--- config.mk ---
export PLATFORM = sky130hd
export DESIGN_NAME = kbi_top
export DESIGN_NICKNAME = d
export VERILOG_FILES = /design/src/verilog/kbi_pkg.sv /design/src/verilog/kbi_clk_div.sv /design/src/verilog/kbi_serial_rx.sv /design/src/verilog/kbi_top.sv
export SDC_FILE = /design/constraint.sdc
export NUM_CORES = 1
export LEC_CHECK = 0
export ABC_AREA = 1
export BUFFER_PORTS_ARGS = -buffer_cell sky130_fd_sc_hd__buf_4
export CAP_MARGIN = 20
export CORE_ASPECT_RATIO = 1.75
export CORE_MARGIN = 2
export CORE_UTILIZATION = 49
export DETAILED_ROUTE_END_ITERATION = 10
export GPL_ROUTABILITY_DRIVEN = 0
export PLACE_DENSITY = 0.72
export SETUP_SLACK_MARGIN = 0.3
export SLEW_MARGIN = 5
export SYNTH_ARGS = -nofsm -noshare
export SYNTH_HDL_FRONTEND = slang
export SYNTH_SLANG_ARGS = --single-unit
export TNS_END_PERCENT = 10
--- constraint.sdc ---
create_clock -name clk_i -period 1.61 [get_ports clk_i]
set_clock_uncertainty 0.2 [all_clocks]
set_input_delay 0.2415 -clock clk_i [delete_from_list [all_inputs] [get_ports clk_i]]
set_output_delay 0.2415 -clock clk_i [all_outputs]
set_load 0.01 [all_outputs]
--- src/verilog/kbi_pkg.sv ---
// Constants, field layouts and carrier types for the keyboard port block.
// Assumes a single 250 MHz core clock and a synchronous active-low reset.
`default_nettype none

package kbi_pkg;

	// ****************************************************************
	// Configuration register indices and fields
	// ****************************************************************
	localparam logic [7:0] PERIPH_SEL_IDX  = 8'h03;
	localparam logic [7:0] CMD_DELAY_IDX   = 8'h04;
	localparam logic [7:0] WAIT_STATE_IDX  = 8'h05;
	localparam int         MODE_SEL_BIT    = 2;    // Serial keyboard mode select.
	localparam int         CLK_SLOW_BIT    = 3;    // Keyboard clock divide by 16.
	localparam int         CMD_DLY_LSB     = 0;    // 8-bit I/O command delay field.
	localparam int         CMD_DLY_W       = 2;
	localparam int         WAIT_ST_LSB     = 0;    // 8-bit I/O wait state field.
	localparam int         WAIT_ST_W       = 3;
	localparam logic [7:0] PERIPH_SEL_RST  = 8'h00;
	localparam logic [7:0] CMD_DELAY_RST   = 8'h01;
	localparam logic [7:0] WAIT_STATE_RST  = 8'h01;

	// ****************************************************************
	// CPU I/O ports and the serial control port layout
	// ****************************************************************
	localparam logic [15:0] DATA_PORT      = 16'h0060;
	localparam logic [15:0] CTRL_PORT      = 16'h0064;
	localparam int          SCAN_CLEAR_BIT = 7;
	localparam int          CLK_HOLD_BIT   = 6;
	localparam logic        CTRL_BIT_RST   = 1'b0;
	localparam logic [7:0]  SCAN_CODE_RST  = 8'h00;

	// ****************************************************************
	// Timing
	// ****************************************************************
	localparam int CLK_PERIOD_NS     = 4;
	localparam int RECOVERY_CYCLES   = 1;    // Extra data recovery clock per cycle.
	localparam int SLOW_CLK_DIVISOR  = 16;
	localparam int SCAN_BITS         = 8;

	// ****************************************************************
	// Carrier types
	// ****************************************************************
	typedef struct packed {
		logic        write;
		logic [15:0] addr;
		logic [7:0]  wdata;
	} kbi_io_req_t;

	typedef struct packed {
		logic       wr;
		logic       rd;
		logic [7:0] index;
		logic [7:0] wdata;
	} kbi_cfg_req_t;

endpackage

`default_nettype wire

--- src/verilog/kbi_clk_div.sv ---
// Enable-pulse divider that paces the keyboard clock output.
// Assumes the caller toggles its own output flop on each tick.
`timescale 1ns/1ps
`default_nettype none

module kbi_clk_div #(
	parameter int BASE_DIV = 8
) (
	// Clock and reset.
	input  wire logic clk_i,
	input  wire logic resetn_i,
	// Control and tick.
	input  wire logic slow_i,
	output logic      tick_o
);

	localparam int CW = $clog2(BASE_DIV * kbi_pkg::SLOW_CLK_DIVISOR);
	localparam logic [CW-1:0] LIM_FAST = CW'(BASE_DIV - 1);
	localparam logic [CW-1:0] LIM_SLOW = CW'(BASE_DIV * kbi_pkg::SLOW_CLK_DIVISOR - 1);

	logic [CW-1:0] cnt_reg;
	logic [CW-1:0] lim;

	// The low-power setting stretches the period sixteenfold.
	assign lim = slow_i ? LIM_SLOW : LIM_FAST;

	// Free-running count; a switch of rate applies at once to the period under way.
	always_ff @(posedge clk_i) begin
		if (!resetn_i) begin
			cnt_reg <= '0;
			tick_o  <= 1'b0;
		end else if (cnt_reg >= lim) begin
			cnt_reg <= '0;
			tick_o  <= 1'b1;
		end else begin
			cnt_reg <= cnt_reg + 1'b1;
			tick_o  <= 1'b0;
		end
	end

endmodule // kbi_clk_div

`default_nettype wire

--- src/verilog/kbi_serial_rx.sv ---
// Serial scan code receiver for a directly attached keyboard.
// Assumes clock and data pins are open-collector levels read as plain inputs.
`timescale 1ns/1ps
`default_nettype none

module kbi_serial_rx (
	// Clock and reset.
	input  wire logic       clk_i,
	input  wire logic       resetn_i,
	// Control.
	input  wire logic       enable_i,
	input  wire logic       arm_i,
	// Keyboard lines.
	input  wire logic       kbd_clk_i,
	input  wire logic       kbd_data_i,
	// Result.
	output logic [7:0]      code_o,
	output logic            full_o
);

	typedef enum logic [1:0] {RX_START, RX_DATA, RX_FULL} kbi_rx_state_t;

	logic          clk_s1_reg;
	logic          clk_s2_reg;
	logic          clk_s3_reg;
	logic          dat_s1_reg;
	logic          dat_s2_reg;
	logic          fall;
	logic [2:0]    bit_reg;
	logic [7:0]    shift_reg;
	kbi_rx_state_t state_reg;

	// ****************************************************************
	// Synchronisers and edge detect
	// ****************************************************************
	// Two flops on data, three on clock; the edge detector only looks at stage two onward.
	always_ff @(posedge clk_i) begin
		if (!resetn_i) begin
			clk_s1_reg <= 1'b1;
			clk_s2_reg <= 1'b1;
			clk_s3_reg <= 1'b1;
			dat_s1_reg <= 1'b1;
			dat_s2_reg <= 1'b1;
		end else begin
			clk_s1_reg <= kbd_clk_i;
			clk_s2_reg <= clk_s1_reg;
			clk_s3_reg <= clk_s2_reg;
			dat_s1_reg <= kbd_data_i;
			dat_s2_reg <= dat_s1_reg;
		end
	end

	// Data is taken on the falling edge of each clock pulse.
	assign fall = clk_s3_reg & ~clk_s2_reg;

	// ****************************************************************
	// Receive sequence
	// ****************************************************************
	// Arming discards the held code and waits for a new start bit.
	always_ff @(posedge clk_i) begin
		if (!resetn_i) begin
			state_reg <= RX_START;
			bit_reg   <= '0;
			shift_reg <= kbi_pkg::SCAN_CODE_RST;
			code_o    <= kbi_pkg::SCAN_CODE_RST;
			full_o    <= 1'b0;
		end else if (!enable_i || arm_i) begin
			state_reg <= RX_START;
			bit_reg   <= '0;
			code_o    <= kbi_pkg::SCAN_CODE_RST;
			full_o    <= 1'b0;
		end else if (fall) begin
			unique case (state_reg)
				RX_START: begin
					if (dat_s2_reg) begin
						state_reg <= RX_DATA;
						bit_reg   <= '0;
					end
				end
				RX_DATA: begin
					shift_reg <= {dat_s2_reg, shift_reg[7:1]};
					bit_reg   <= bit_reg + 1'b1;
					if (bit_reg == 3'(kbi_pkg::SCAN_BITS - 1)) begin
						state_reg <= RX_FULL;
						code_o    <= {dat_s2_reg, shift_reg[7:1]};
						full_o    <= 1'b1;
					end
				end
				RX_FULL: state_reg <= RX_FULL;
			endcase
		end
	end

endmodule // kbi_serial_rx

`default_nettype wire

--- src/verilog/kbi_top.sv ---
// Keyboard port logic: parallel controller interface or serial keyboard.
// Assumes CPU I/O requests arrive one at a time and wait for io_done_o.
`timescale 1ns/1ps
`default_nettype none

module kbi_top #(
	parameter int KCLK_BASE_DIV = 8
) (
	// Clock and power-good reset.
	input  wire logic                 clk_i,
	input  wire logic                 resetn_i,
	// Configuration index port.
	input  wire kbi_pkg::kbi_cfg_req_t cfg_i,
	output logic [7:0]                cfg_rdata_o,
	// CPU I/O port requests.
	input  wire logic                 io_valid_i,
	input  wire kbi_pkg::kbi_io_req_t io_req_i,
	output logic [7:0]                io_rdata_o,
	output logic                      io_done_o,
	// Peripheral expansion bus.
	output logic                      xbus_rd_n_o,
	output logic                      xbus_wr_n_o,
	output logic                      xbus_a2_o,
	output logic [7:0]                xbus_wdata_o,
	output logic                      xbus_wdata_oe_o,
	input  wire logic [7:0]           xbus_rdata_i,
	// Select pin, serial data line in serial mode.
	input  wire logic                 kbd_sel_data_i,
	output logic                      kbd_sel_data_o,
	output logic                      kbd_sel_data_oe_o,
	// Clock pin, serial clock line in serial mode.
	input  wire logic                 kbd_clock_pin_i,
	output logic                      kbd_clock_pin_o,
	output logic                      kbd_clock_pin_oe_o,
	// Controller side signals.
	output logic                      kbd_ctrl_reset_n_o,
	input  wire logic                 kbd_irq_in_i,
	input  wire logic                 addr20_gate_i,
	input  wire logic                 cpu_only_reset_n_i,
	// To the system.
	output logic                      kbd_irq_o,
	output logic                      addr20_gate_o,
	output logic                      cpu_only_reset_req_o
);

	// ****************************************************************
	// Declarations
	// ****************************************************************
	typedef enum logic [2:0] {
		CYC_IDLE, CYC_DELAY, CYC_ACTIVE, CYC_RECOVER, CYC_DONE
	} kbi_cyc_state_t;

	logic [7:0]             periph_select_reg;
	logic [7:0]             command_delay_reg;
	logic [7:0]             wait_state_reg;
	logic                   scan_clear_bit_reg;
	logic                   clock_hold_bit_reg;
	logic                   serial_kbd_mode_sel;
	logic                   kclk_slow;
	logic                   kclk_tick;
	logic                   kclk_reg;
	logic [7:0]             scan_code;
	logic                   scan_full;
	logic                   port_hit;
	logic                   serial_req;
	logic                   par_req;
	kbi_cyc_state_t         cyc_state_reg;
	logic [3:0]             cyc_cnt_reg;
	logic                   cyc_write_reg;
	logic [7:0]             rdata_next;
	logic                   sel_data_next;
	logic                   sel_data_oe_next;
	logic                   clk_pin_next;
	logic                   clk_pin_oe_next;

	assign serial_kbd_mode_sel = periph_select_reg[kbi_pkg::MODE_SEL_BIT];
	assign kclk_slow           = periph_select_reg[kbi_pkg::CLK_SLOW_BIT];
	assign port_hit   = (io_req_i.addr == kbi_pkg::DATA_PORT) ||
	                    (io_req_i.addr == kbi_pkg::CTRL_PORT);
	assign serial_req = io_valid_i && port_hit && serial_kbd_mode_sel;
	assign par_req    = io_valid_i && port_hit && !serial_kbd_mode_sel &&
	                    (cyc_state_reg == CYC_IDLE);

	// ****************************************************************
	// Configuration registers
	// ****************************************************************
	// Written by index; a mode change mid-cycle is the software's hazard.
	always_ff @(posedge clk_i) begin
		if (!resetn_i) begin
			periph_select_reg <= kbi_pkg::PERIPH_SEL_RST;
			command_delay_reg <= kbi_pkg::CMD_DELAY_RST;
			wait_state_reg    <= kbi_pkg::WAIT_STATE_RST;
		end else if (cfg_i.wr) begin
			if (cfg_i.index == kbi_pkg::PERIPH_SEL_IDX)
				periph_select_reg <= cfg_i.wdata;
			if (cfg_i.index == kbi_pkg::CMD_DELAY_IDX)
				command_delay_reg <= cfg_i.wdata;
			if (cfg_i.index == kbi_pkg::WAIT_STATE_IDX)
				wait_state_reg <= cfg_i.wdata;
		end
	end

	// Index reads return the stored value; unknown indices read zero.
	always_ff @(posedge clk_i) begin
		if (!resetn_i) begin
			cfg_rdata_o <= 8'h00;
		end else if (cfg_i.rd) begin
			unique case (cfg_i.index)
				kbi_pkg::PERIPH_SEL_IDX: cfg_rdata_o <= periph_select_reg;
				kbi_pkg::CMD_DELAY_IDX:  cfg_rdata_o <= command_delay_reg;
				kbi_pkg::WAIT_STATE_IDX: cfg_rdata_o <= wait_state_reg;
				default:                 cfg_rdata_o <= 8'h00;
			endcase
		end
	end

	// ****************************************************************
	// Serial control port
	// ****************************************************************
	// Only bits 7 and 6 are stored; the other bits read as zero.
	always_ff @(posedge clk_i) begin
		if (!resetn_i) begin
			scan_clear_bit_reg <= kbi_pkg::CTRL_BIT_RST;
			clock_hold_bit_reg <= kbi_pkg::CTRL_BIT_RST;
		end else if (serial_req && io_req_i.write &&
		             io_req_i.addr == kbi_pkg::CTRL_PORT) begin
			scan_clear_bit_reg <= io_req_i.wdata[kbi_pkg::SCAN_CLEAR_BIT];
			clock_hold_bit_reg <= io_req_i.wdata[kbi_pkg::CLK_HOLD_BIT];
		end
	end

	// ****************************************************************
	// Serial receiver and clock divider
	// ****************************************************************
	kbi_serial_rx u_rx (
		.clk_i      (clk_i),
		.resetn_i   (resetn_i),
		.enable_i   (serial_kbd_mode_sel),
		.arm_i      (scan_clear_bit_reg),
		.kbd_clk_i  (kbd_clock_pin_i),
		.kbd_data_i (kbd_sel_data_i),
		.code_o     (scan_code),
		.full_o     (scan_full)
	);

	kbi_clk_div #(
		.BASE_DIV (KCLK_BASE_DIV)
	) u_div (
		.clk_i    (clk_i),
		.resetn_i (resetn_i),
		.slow_i   (kclk_slow),
		.tick_o   (kclk_tick)
	);

	// The square wave runs in both modes but reaches the clock pin only in parallel mode.
	always_ff @(posedge clk_i) begin
		if (!resetn_i)
			kclk_reg <= 1'b0;
		else if (kclk_tick)
			kclk_reg <= ~kclk_reg;
	end

	// ****************************************************************
	// Parallel bus cycle sequencer
	// ****************************************************************
	// Delay, then strobe for wait states plus one, then one recovery clock.
	always_ff @(posedge clk_i) begin
		if (!resetn_i) begin
			cyc_state_reg <= CYC_IDLE;
			cyc_cnt_reg   <= '0;
			cyc_write_reg <= 1'b0;
			xbus_a2_o     <= 1'b0;
			xbus_wdata_o  <= 8'h00;
		end else begin
			unique case (cyc_state_reg)
				CYC_IDLE: begin
					if (par_req) begin
						cyc_state_reg <= CYC_DELAY;
						cyc_cnt_reg   <= 4'(command_delay_reg[kbi_pkg::CMD_DLY_LSB +:
						                    kbi_pkg::CMD_DLY_W]);
						cyc_write_reg <= io_req_i.write;
						xbus_a2_o     <= io_req_i.addr[2];
						xbus_wdata_o  <= io_req_i.wdata;
					end
				end
				CYC_DELAY: begin
					if (cyc_cnt_reg == 4'h0) begin
						cyc_state_reg <= CYC_ACTIVE;
						cyc_cnt_reg   <= 4'(wait_state_reg[kbi_pkg::WAIT_ST_LSB +:
						                    kbi_pkg::WAIT_ST_W]);
					end else begin
						cyc_cnt_reg <= cyc_cnt_reg - 4'h1;
					end
				end
				CYC_ACTIVE: begin
					if (cyc_cnt_reg == 4'h0) begin
						cyc_state_reg <= CYC_RECOVER;
						cyc_cnt_reg   <= 4'(kbi_pkg::RECOVERY_CYCLES - 1);
					end else begin
						cyc_cnt_reg <= cyc_cnt_reg - 4'h1;
					end
				end
				CYC_RECOVER: begin
					if (cyc_cnt_reg == 4'h0)
						cyc_state_reg <= CYC_DONE;
					else
						cyc_cnt_reg <= cyc_cnt_reg - 4'h1;
				end
				CYC_DONE: cyc_state_reg <= CYC_IDLE;
			endcase
		end
	end

	// Bus strobes; the select stays low from delay through the strobe and the recovery clock.
	always_ff @(posedge clk_i) begin
		if (!resetn_i) begin
			xbus_rd_n_o     <= 1'b1;
			xbus_wr_n_o     <= 1'b1;
			xbus_wdata_oe_o <= 1'b0;
		end else begin
			xbus_rd_n_o     <= !(cyc_state_reg == CYC_DELAY && cyc_cnt_reg == 4'h0 &&
			                     !cyc_write_reg) &&
			                   !(cyc_state_reg == CYC_ACTIVE && cyc_cnt_reg != 4'h0 &&
			                     !cyc_write_reg);
			xbus_wr_n_o     <= !(cyc_state_reg == CYC_DELAY && cyc_cnt_reg == 4'h0 &&
			                     cyc_write_reg) &&
			                   !(cyc_state_reg == CYC_ACTIVE && cyc_cnt_reg != 4'h0 &&
			                     cyc_write_reg);
			xbus_wdata_oe_o <= cyc_write_reg &&
			                   (cyc_state_reg == CYC_DELAY || cyc_state_reg == CYC_ACTIVE);
		end
	end

	// ****************************************************************
	// CPU answer
	// ****************************************************************
	// Serial ports answer in one clock, parallel ones after the bus cycle.
	always_comb begin
		rdata_next = io_rdata_o;
		if (serial_req && !io_req_i.write) begin
			if (io_req_i.addr == kbi_pkg::DATA_PORT)
				rdata_next = scan_code;
			else
				rdata_next = {scan_clear_bit_reg, clock_hold_bit_reg, 6'h00};
		end else if (cyc_state_reg == CYC_ACTIVE && cyc_cnt_reg == 4'h0 &&
		             !cyc_write_reg) begin
			rdata_next = xbus_rdata_i;
		end
	end

	// Writes to the read-only scan code port are accepted and dropped.
	always_ff @(posedge clk_i) begin
		if (!resetn_i) begin
			io_rdata_o <= 8'h00;
			io_done_o  <= 1'b0;
		end else begin
			io_rdata_o <= rdata_next;
			io_done_o  <= serial_req || (cyc_state_reg == CYC_RECOVER &&
			                             cyc_cnt_reg == 4'h0);
		end
	end

	// ****************************************************************
	// Shared pins
	// ****************************************************************
	// In serial mode both pins become open-collector: drive only a low.
	always_comb begin
		if (serial_kbd_mode_sel) begin
			sel_data_next    = 1'b0;
			sel_data_oe_next = scan_full && !scan_clear_bit_reg;
			clk_pin_next     = 1'b0;
			clk_pin_oe_next  = !clock_hold_bit_reg;
		end else begin
			sel_data_next    = !(cyc_state_reg == CYC_DELAY ||
			                     cyc_state_reg == CYC_ACTIVE);
			sel_data_oe_next = 1'b1;
			clk_pin_next     = kclk_reg;
			clk_pin_oe_next  = 1'b1;
		end
	end

	// Pins are registered so no decode glitch reaches the board.
	always_ff @(posedge clk_i) begin
		if (!resetn_i) begin
			kbd_sel_data_o     <= 1'b1;
			kbd_sel_data_oe_o  <= 1'b1;
			kbd_clock_pin_o    <= 1'b0;
			kbd_clock_pin_oe_o <= 1'b1;
			kbd_ctrl_reset_n_o <= 1'b0;
		end else begin
			kbd_sel_data_o     <= sel_data_next;
			kbd_sel_data_oe_o  <= sel_data_oe_next;
			kbd_clock_pin_o    <= clk_pin_next;
			kbd_clock_pin_oe_o <= clk_pin_oe_next;
			kbd_ctrl_reset_n_o <= 1'b1;
		end
	end

	// ****************************************************************
	// Interrupt and controller return signals
	// ****************************************************************
	// Serial mode ignores the external pins, which a board may leave floating.
	always_ff @(posedge clk_i) begin
		if (!resetn_i) begin
			kbd_irq_o            <= 1'b0;
			addr20_gate_o        <= 1'b0;
			cpu_only_reset_req_o <= 1'b0;
		end else if (serial_kbd_mode_sel) begin
			kbd_irq_o            <= scan_full && !scan_clear_bit_reg;
			addr20_gate_o        <= 1'b0;
			cpu_only_reset_req_o <= 1'b0;
		end else begin
			kbd_irq_o            <= kbd_irq_in_i;
			addr20_gate_o        <= addr20_gate_i;
			cpu_only_reset_req_o <= !cpu_only_reset_n_i;
		end
	end

endmodule // kbi_top

`default_nettype wire
Yosys cells after proc, flatten, opt, wreduce, memory -nomap -nowiden
Index checks and enable logic that the tools add are counted.
{"block": "word_totals", "reg_bits": 107, "input_bits": 59, "output_inout_bits": 37}
{"block": "classes", "order_cmp": 1, "n_eq_ne": 19, "bitwise_logic": 5, "add_sub_neg": 3, "n_reduce_logical": 56, "muxes": 24}
{"operator": "$eq A16 B7 Y1 const B", "count": 2}
{"operator": "$mux W8", "count": 3}
{"operator": "$pmux W8 S3", "count": 1}
{"operator": "$logic_and A1 B1 Y1", "count": 20}
{"operator": "$eq A8 B3 Y1 const B", "count": 2}
{"operator": "$mux W4", "count": 4}
{"operator": "$pmux W4 S4", "count": 1}
{"operator": "$mux W3", "count": 5}
{"operator": "$pmux W3 S5", "count": 1}
{"operator": "$reduce_and A3 Y1", "count": 5}
{"operator": "$logic_not A1 Y1", "count": 11}
{"operator": "$reduce_and A2 Y1", "count": 5}
{"operator": "$eq A8 B2 Y1 const B", "count": 1}
{"operator": "$ne A2 B2 Y1 const B", "count": 4}
{"operator": "$reduce_bool A4 Y1", "count": 2}
{"operator": "$add A7 B1 Y7 const B", "count": 1}
{"operator": "$ge A7 B7 Y1", "count": 1}
{"operator": "$mux W7", "count": 1}
{"operator": "$eq A3 B2 Y1 const B", "count": 2}
{"operator": "$eq A3 B3 Y1 const B", "count": 2}
{"operator": "$ne A2 B1 Y1 const B", "count": 3}
{"operator": "$pmux W2 S3", "count": 1}
{"operator": "$pmux W3 S2", "count": 1}
{"operator": "$reduce_or A2 Y1", "count": 3}
{"operator": "15 further kinds", "count": 26}

Depth between registers and ports, before layout
Gate-level depths: netlist of run 1.
{"block": "depth", "ltp_word": 7, "depth_mapped": 13, "depth_no_buf": 12}

Hierarchy
From an unflattened synthesis of run 1, not the netlist that was laid out.
{"block": "hier_totals", "cells_unflattened": 666, "hier_area_um2": 4835.9}
{"module": "kbi_top", "cells_per_inst": 483, "area_each_um2": 3335.7, "instances": 1, "seq_area_each_um2": 1441.4}
{"module": "kbi_serial_rx", "cells_per_inst": 124, "area_each_um2": 1024.7, "instances": 1, "seq_area_each_um2": 520.5}
{"module": "kbi_clk_div", "cells_per_inst": 59, "area_each_um2": 475.5, "instances": 1, "seq_area_each_um2": 160.2}

Least setup slack after synthesis of run 1
OpenSTA, ideal clock, no wires.
{"block": "synth_path", "path_kind": "register to register", "from": "register periph_select_reg[3]", "to": "register u_div.cnt_reg[0]", "arrival_ns": 1.500, "path_slack_ns": -0.161, "path_buffers": 0, "path_stages_with_launch": 7, "required_time_ns": 1.340, "cell_sequence": "dfxtp_1 inv_1 ha_1 a21o_1 a221oi_1 nand4_1 nor2_1"}
{"block": "synth_between", "elab_chain_cells": 3}
{"element": "start: declaration", "line_no": "kbi_top.sv:53", "rtl": "logic [7:0] periph_select_reg;"}
{"element": "start signal: assignment", "line_no": "kbi_top.sv:90", "rtl": "periph_select_reg <= kbi_pkg::PERIPH_SEL_RST;"}
{"element": "start signal: assignment", "line_no": "kbi_top.sv:95", "rtl": "periph_select_reg <= cfg_i.wdata;"}
{"element": "$mux W7", "line_no": "kbi_clk_div.sv:25", "rtl": "assign lim = slow_i ? LIM_SLOW : LIM_FAST;"}
{"element": "$ge A7 B7 Y1", "line_no": "kbi_clk_div.sv:32", "rtl": "end else if (cnt_reg >= lim) begin"}
{"element": "$reduce_or A2 Y1 (no line)"}
{"element": "end signal: assignment", "line_no": "kbi_clk_div.sv:36", "rtl": "cnt_reg <= cnt_reg + 1'b1;"}
{"element": "end: declaration", "line_no": "kbi_clk_div.sv:21", "rtl": "logic [CW-1:0] cnt_reg;"}
Every way passes these cells.
A chain may end at the register's enable or synchronous reset.

Worst setup path after layout of run 1
{"block": "layout_path", "from": "register periph_select_reg[3]", "to": "register u_div.cnt_reg[4]"}
The elaborated chain is that of the path after synthesis.

==> results.yml, run 1 <==
layout:
  diodes: 0
  drive_above_1_share_pct: 38.97
  layout_common_cells: "buf_4 (134), dfxtp_1 (93), nand2_1 (80)"
  layout_commonest_cell: "buf_4"
  area_growth_pct: 51.91
  final_nets: 881
drt:
  via_per_inst: 5.186
  wl_um: 13630
  vias: 4864
  dr.pass1.iters: 4
  drc: 0
  postRouteAntennaNets: 0
  wl_per_cell_um: 14.53
  drt_iter0_drc: 159
worst_setup_path:
  worstSetupPathType: "reg2reg"
  cp_max_fo: 7
  cp.required_ns: 1.70
  setup.worst_path.start_class: "register"
  critPathCaptureType: "register"
  crit_arrival_ns: 1.82
die:
  rows: 47
  core-area_sq_um: 9409
  die_w_um: 77.98
  pin_count: 96
  initial_utilization_pct: 49.88
  dieHeight_um: 133.5
  fp.dieArea_sq_um: 10410
pwr:
  p_leak_uw: 0.003144
  pwr-share-clk_pct: 42.7
  pwr-share-seq_pct: 50.1
  total_power_uw: 5288
  swShare_pct: 21.67
  netSwitchingPower_uw: 1146
  vdd_drop_max_v: 0.0006286
  internal_power_uw: 4142
  comb_power_share_pct: 7.3
  powerDensity_nw_per_um2: 741.7
yosys:
  synth_edf_count: 0
  synth_top_area_share_pct: 45.21
  synthesis.nets: 708
  ys_seq_area_share_pct: 45.21
  syn_area_sq_um: 4693
  ys_async_sr_fraction_pct: 0
  synth.distinct_cells: 38
  synth_area_leader_cell: "dfxtp_1"
  synth_top_flop_cell: "dfxtp_1"
  ys_ff_latch: 106
  yosys-top-cells-area: "dfxtp_1 (45%), nand2_1 (7.7%), nand3_1 (7.4%)"
  synth-warning-count: 0
  netlist_instances: 638
  syn_avg_cell_area_sq_um: 7.356
clocking:
  clock_latency_ns: 0.35
  cts.clk_slew.worst_paths_ns: 0.07
  h-tree-depth: 3
  clock_sinks: 106
  cts_root_buf: "clkbuf_16"
  cts_tree: "yes"
  cts-buffers-inserted: 9
  clk_path_buf_depth: 2
run_status:
  outcome: "finished, violations left"
  violations: "setup timing"
timing:
  min_period_ns: 1.728
  worstMarginPinSlew_ns: 0.5120
  finalHoldViolations: 0
  max_freq_ghz: 0.5789
  fin_crit_sh_pct: 107.3
  timing.hold.ws_ns: 0.002725
  fin_ws_ns: -0.1175
  slew_headroom_pct: 65.83
  setup_viol_count_final: 10
  rsz0062_at_grt: "true"
  report.final.slew_viol_count: 0
flow_run:
  cap_violations: 0
global_route:
  grt_usage_pct: 25.38
  antenna_found_initial: 0
  grt_max_degree: 37
  first_global_vias: 4793
  grt_overflow_total: 0
  grt_pass1_wl_um: 21260
worst_hold_path:
  hp-class: "in2reg"
placed_design:
  numPortBuffers: 95
  dp_hpwl_um: 9100
## cells in the mapped netlist, types with 2 or more instances
| library cell | n |
|---|---|
| a21oi_1 | 50 |
| buf_2 | 7 |
| clkbuf_1 | 8 |
| clkinv_1 | 8 |
| clkinv_2 | 2 |
| dfxtp_1 | 106 |
| ha_1 | 11 |
| inv_1 | 84 |
| inv_2 | 2 |
| nand2_1 | 96 |
| nand2_2 | 3 |
| nand3_1 | 69 |
| nand3_2 | 2 |
| nand3_4 | 2 |
| nand4_1 | 6 |
| nor2_1 | 91 |
| nor2_2 | 4 |
| nor3_2 | 2 |
| nor3_4 | 2 |
| o211ai_1 | 2 |
| o21ai_0 | 44 |
| o21ai_1 | 12 |
| o21bai_1 | 2 |
| or2_2 | 4 |
| xnor2_1 | 5 |
| xor2_1 | 2 |
## logic make-up after synthesis
kind of cell,after synthesis,share of synthesized area [%]
AOI/OAI and AO/OA,115,12.72
xor gates and xnor gates,7,1.306
adders and majority gates,11,2.933
buffers and inverters,113,9.437
DFF,106,45.21
and+or+nand+nor,286,28.39
## stage by stage
stage	utilization, %	cells	worst slack (ns)	cell area [sq um]	setup TNS (ns)
final	75.77	938	-0.1175	7129	-0.8066
after global routing	75.77	938	-0.1976	7129	-1.754
after CTS	73.39	937	-0.09692	6905	-0.6361
after detailed placement	63.22	890	-0.1274	5948	-3.657
after global placement	63.22	890	-0.1033	5948	-2.251
after floorplan	-	638	-0.03157	4735	-0.1672
## final cells by class
cell class	instances	area (sq um)
Clock buffer	13	260.3
Clock inverter	3	46.29
Fill cell	678	2280
Inverter	96	381.6
Multi-Input combinational cell	419	2636
Sequential cell	106	2146
Tap cell	122	152.6
Timing Repair Buffer	179	1506
## what timing repair did
item,CTS,global route
resized for setup,109,66
setup endpoints to repair,63,86
setup buffers,5,1
hold buffers,26,0
endpoints found under the hold margin,41,0
pin swaps,57,36
## worst max-delay path, stage by stage (launching register included)
cell	delay, ns
dfxtp_2	0.35
inv_4	0.07
ha_4	0.24
a21o_1	0.16
a221oi_2	0.26
nand4_1	0.15
buf_6	0.16
nor2_1	0.08
## worst paths after layout
path / start / to / slack, ns / cells after the start
setup reg to reg: periph_select_reg[3]$_SDFFE_PN0P_ / u_div.cnt_reg[4]$_SDFF_PP0_ / -0.12 / 7
hold reg to reg: clock_hold_bit_reg$_SDFFE_PN0P_ / kbd_clock_pin_oe_o$_SDFF_PN1_ / 0.20 / 1
hold / removal: xbus_rdata_i[3] / io_rdata_o[3]$_SDFFE_PN0P_ / 0.003 / 5
setup / recovery: periph_select_reg[3]$_SDFFE_PN0P_ / u_div.cnt_reg[4]$_SDFF_PP0_ / -0.12 / 7
## power by group through the flow
stage,sequential (uW),combinational [uW],clock (uW)
6_report,2650,384,2260
5_1_grt,2650,416,2360
4_1_cts,2650,363,2280
3_5_place_dp,2710,301,0
3_3_place_gp,2710,294,0
2_1_floorplan,2710,114,0
## routing by layer
| layer | share of wire [%] | vias to the layer above | track usage [%] |
|---|---|---|---|
| met5 | 0 | - | 0 |
| met4 | 3.5 | 0 | 12.77 |
| met3 | 3.1 | 35 | 3.455 |
| met2 | 58 | 108 | 51.10 |
| met1 | 36 | 2319 | 23.95 |
| li1 | - | 2402 | - |
(Power assumes the default switching activity.)
==> inputs of run 2 (changes only) <==
--- a/config.mk
+++ b/config.mk
@@ -13,8 +13,9 @@
 export CORE_UTILIZATION = 49
 export DETAILED_ROUTE_END_ITERATION = 10
 export GPL_ROUTABILITY_DRIVEN = 0
+export HOLD_SLACK_MARGIN = 0.1
 export PLACE_DENSITY = 0.72
-export SETUP_SLACK_MARGIN = 0.3
+export SETUP_SLACK_MARGIN = 0.4
 export SLEW_MARGIN = 5
 export SYNTH_ARGS = -nofsm -noshare
 export SYNTH_HDL_FRONTEND = slang
==> run 2 against run 1 <==
  * The run still ends with setup timing left
  * Count of clock-buffer cells in the layout shrank 4
  * First-iteration DRC count grew 72%
  * Total power decreased by 0.21%
  * Fmax shrank 3.7%
  * Highest routed layer unchanged
  * Critical path depth is the same
  * Critical endpoint is now u_div.cnt_reg[0]$_SDFF_PP0_
  * Clock power is 3% lower
==> results.yml, run 2 (synthesis results as in run 1) <==
worst_setup_path:
  critPathCaptureType: "register"
  r2r_start: "periph_select_reg[3]$_SDFFE_PN0P_"
  setup.worst_path.start_class: "register"
  cp_max_fo: 6
  cp.required_ns: 1.71
  critPathLaunch: "periph_select_reg[3]$_SDFFE_PN0P_"
  crit_arrival_ns: 1.90
  worstSetupPathType: "reg2reg"
drt:
  routed-wl-met2_um: 8933
  drc: 0
  met1_length_um: 5378
  top_layer: "met4"
  postRouteAntennaNets: 0
  met3_length_um: 552
  drt_iter0_drc: 273
  wl_um: 15840
  vias: 5116
  dr.pass1.iters: 5
  wl_per_cell_um: 16.68
  via_per_inst: 5.385
timing:
  min_period_ns: 1.794
  worstMarginPinSlew_ns: 0.3332
  finalHoldViolations: 0
  report.final.slew_viol_count: 0
  setup_viol_count_final: 10
  max_freq_ghz: 0.5574
  slew_headroom_pct: 77.55
  fin_crit_sh_pct: 111.4
  rsz0062_at_grt: "true"
  fin_ws_ns: -0.1840
layout:
  drive_above_1_share_pct: 45.89
  final-instance-count-excl-fill: 950
  layout_common_cells: "buf_4 (102), nand2_1 (82), inv_1 (64)"
  final_nets: 893
  area_growth_pct: 60.62
  stdcell_area_sq_um: 7538
  layout_commonest_cell: "buf_4"
  diodes: 0
flow_run:
  cap_violations: 0
clocking:
  cts_tree: "yes"
  cts_root_buf: "clkbuf_16"
  clock_sinks: 106
  clock_latency_ns: 0.36
  cts-buffers-inserted: 9
  h-tree-depth: 3
  cts_hold_buffers: 32
  clk_path_buf_depth: 2
  cts.clk_slew.worst_paths_ns: 0.08
die:
  pin_count: 96
  initial_utilization_pct: 49.88
  fp.dieArea_sq_um: 10410
  die_w_um: 77.98
  core-area_sq_um: 9409
  rows: 47
  dieHeight_um: 133.5
global_route:
  antenna_found_initial: 0
  grt_max_degree: 28
  first_global_vias: 5094
  grt_overflow_total: 0
  grt_usage_pct: 27.55
  grt_pass1_wl_um: 22630
run_status:
  violations: "setup timing"
  outcome: "finished, violations left"
worst_hold_path:
  hp-class: "in2reg"
  min_from: "cfg_i[16]"
placed_design:
  numPortBuffers: 95
  place_area_sq_um: 5956
  dp_hpwl_um: 9478
  dp.cells: 889
  post-place-ws_ns: -0.2265
pwr:
  p_leak_uw: 0.003172
  vdd_drop_max_v: 0.0006018
  powerDensity_nw_per_um2: 700.0
  total_power_uw: 5277
==> run 2: cell count changes in the layout (fill, tap and decap cells not counted), sizes merged <==
cell	delta
clkbuf	-3
buf	+6
dlymetal6s4s	+1
clkinv	+5
dlygate4sd3	+4
bufinv	-1
==> run 2: worst max-delay path, cell delays in order (launching register included) <==
cell      delay (ns)
dfxtp_2         0.35
inv_4           0.07
ha_4            0.24
a21o_1          0.16
a221oi_2        0.26
nand4_1         0.19
buf_6           0.18
nor2_2          0.09
==> run 2: cell type report <==
class	instances	area [sq um]
clock buffer	9	225.2
clock inverter	7	71.32
fill	574	1871
inverter	96	389.1
multi-input combinational	419	2760
sequential	106	2196
tap	122	152.6
timing repair buffer	191	1744
==> run 2: routing by layer <==
layer,vias to the layer above,global-route usage (%)
met2,180,52.25
met5,-,0
met4,0,18.42
li1,2435,-
met3,73,5.759
met1,2428,25.59
==> run 2: worst paths after layout <==
kind                              endpoint  slack (ns)  cells past startpoint
min reg2reg  kbd_clock_pin_oe_o$_SDFF_PN1_        0.21                      1
min            cfg_rdata_o[0]$_SDFFE_PN0P_        0.04                      4
max reg2reg    u_div.cnt_reg[0]$_SDFF_PP0_       -0.18                      7
max            u_div.cnt_reg[0]$_SDFF_PP0_       -0.18                      7
==> run 2: timing repair <==
| action | in CTS | in global routing |
|---|---|---|
| cloned | 2 | 1 |
| pin swaps | 19 | 71 |
| resized for setup | 146 | 153 |
| buffers inserted | 4 | 6 |
| endpoints found under the hold margin | 59 | 10 |
| setup endpoints to repair | 108 | 133 |
==> run 2: report_power, final <==
part / internal (uW) / leakage, uW / switching [uW]
registers: 2630 / 0.000877 / 14.5
logic: 229 / 0.00216 / 209
clock network: 1090 / 0.000139 / 1100
==> run 2: stage by stage <==
step                hold WS (ns)  TNS, ns  utilization [%]
floorplan                0.06922  -0.1801                -
finish                   0.04199   -1.419            80.12
detailed placement        0.1916   -4.972            63.30
CTS                      0.03837   -1.827            74.95
global route             0.06104   -3.058            80.12
global placement          0.1945   -3.442            63.30
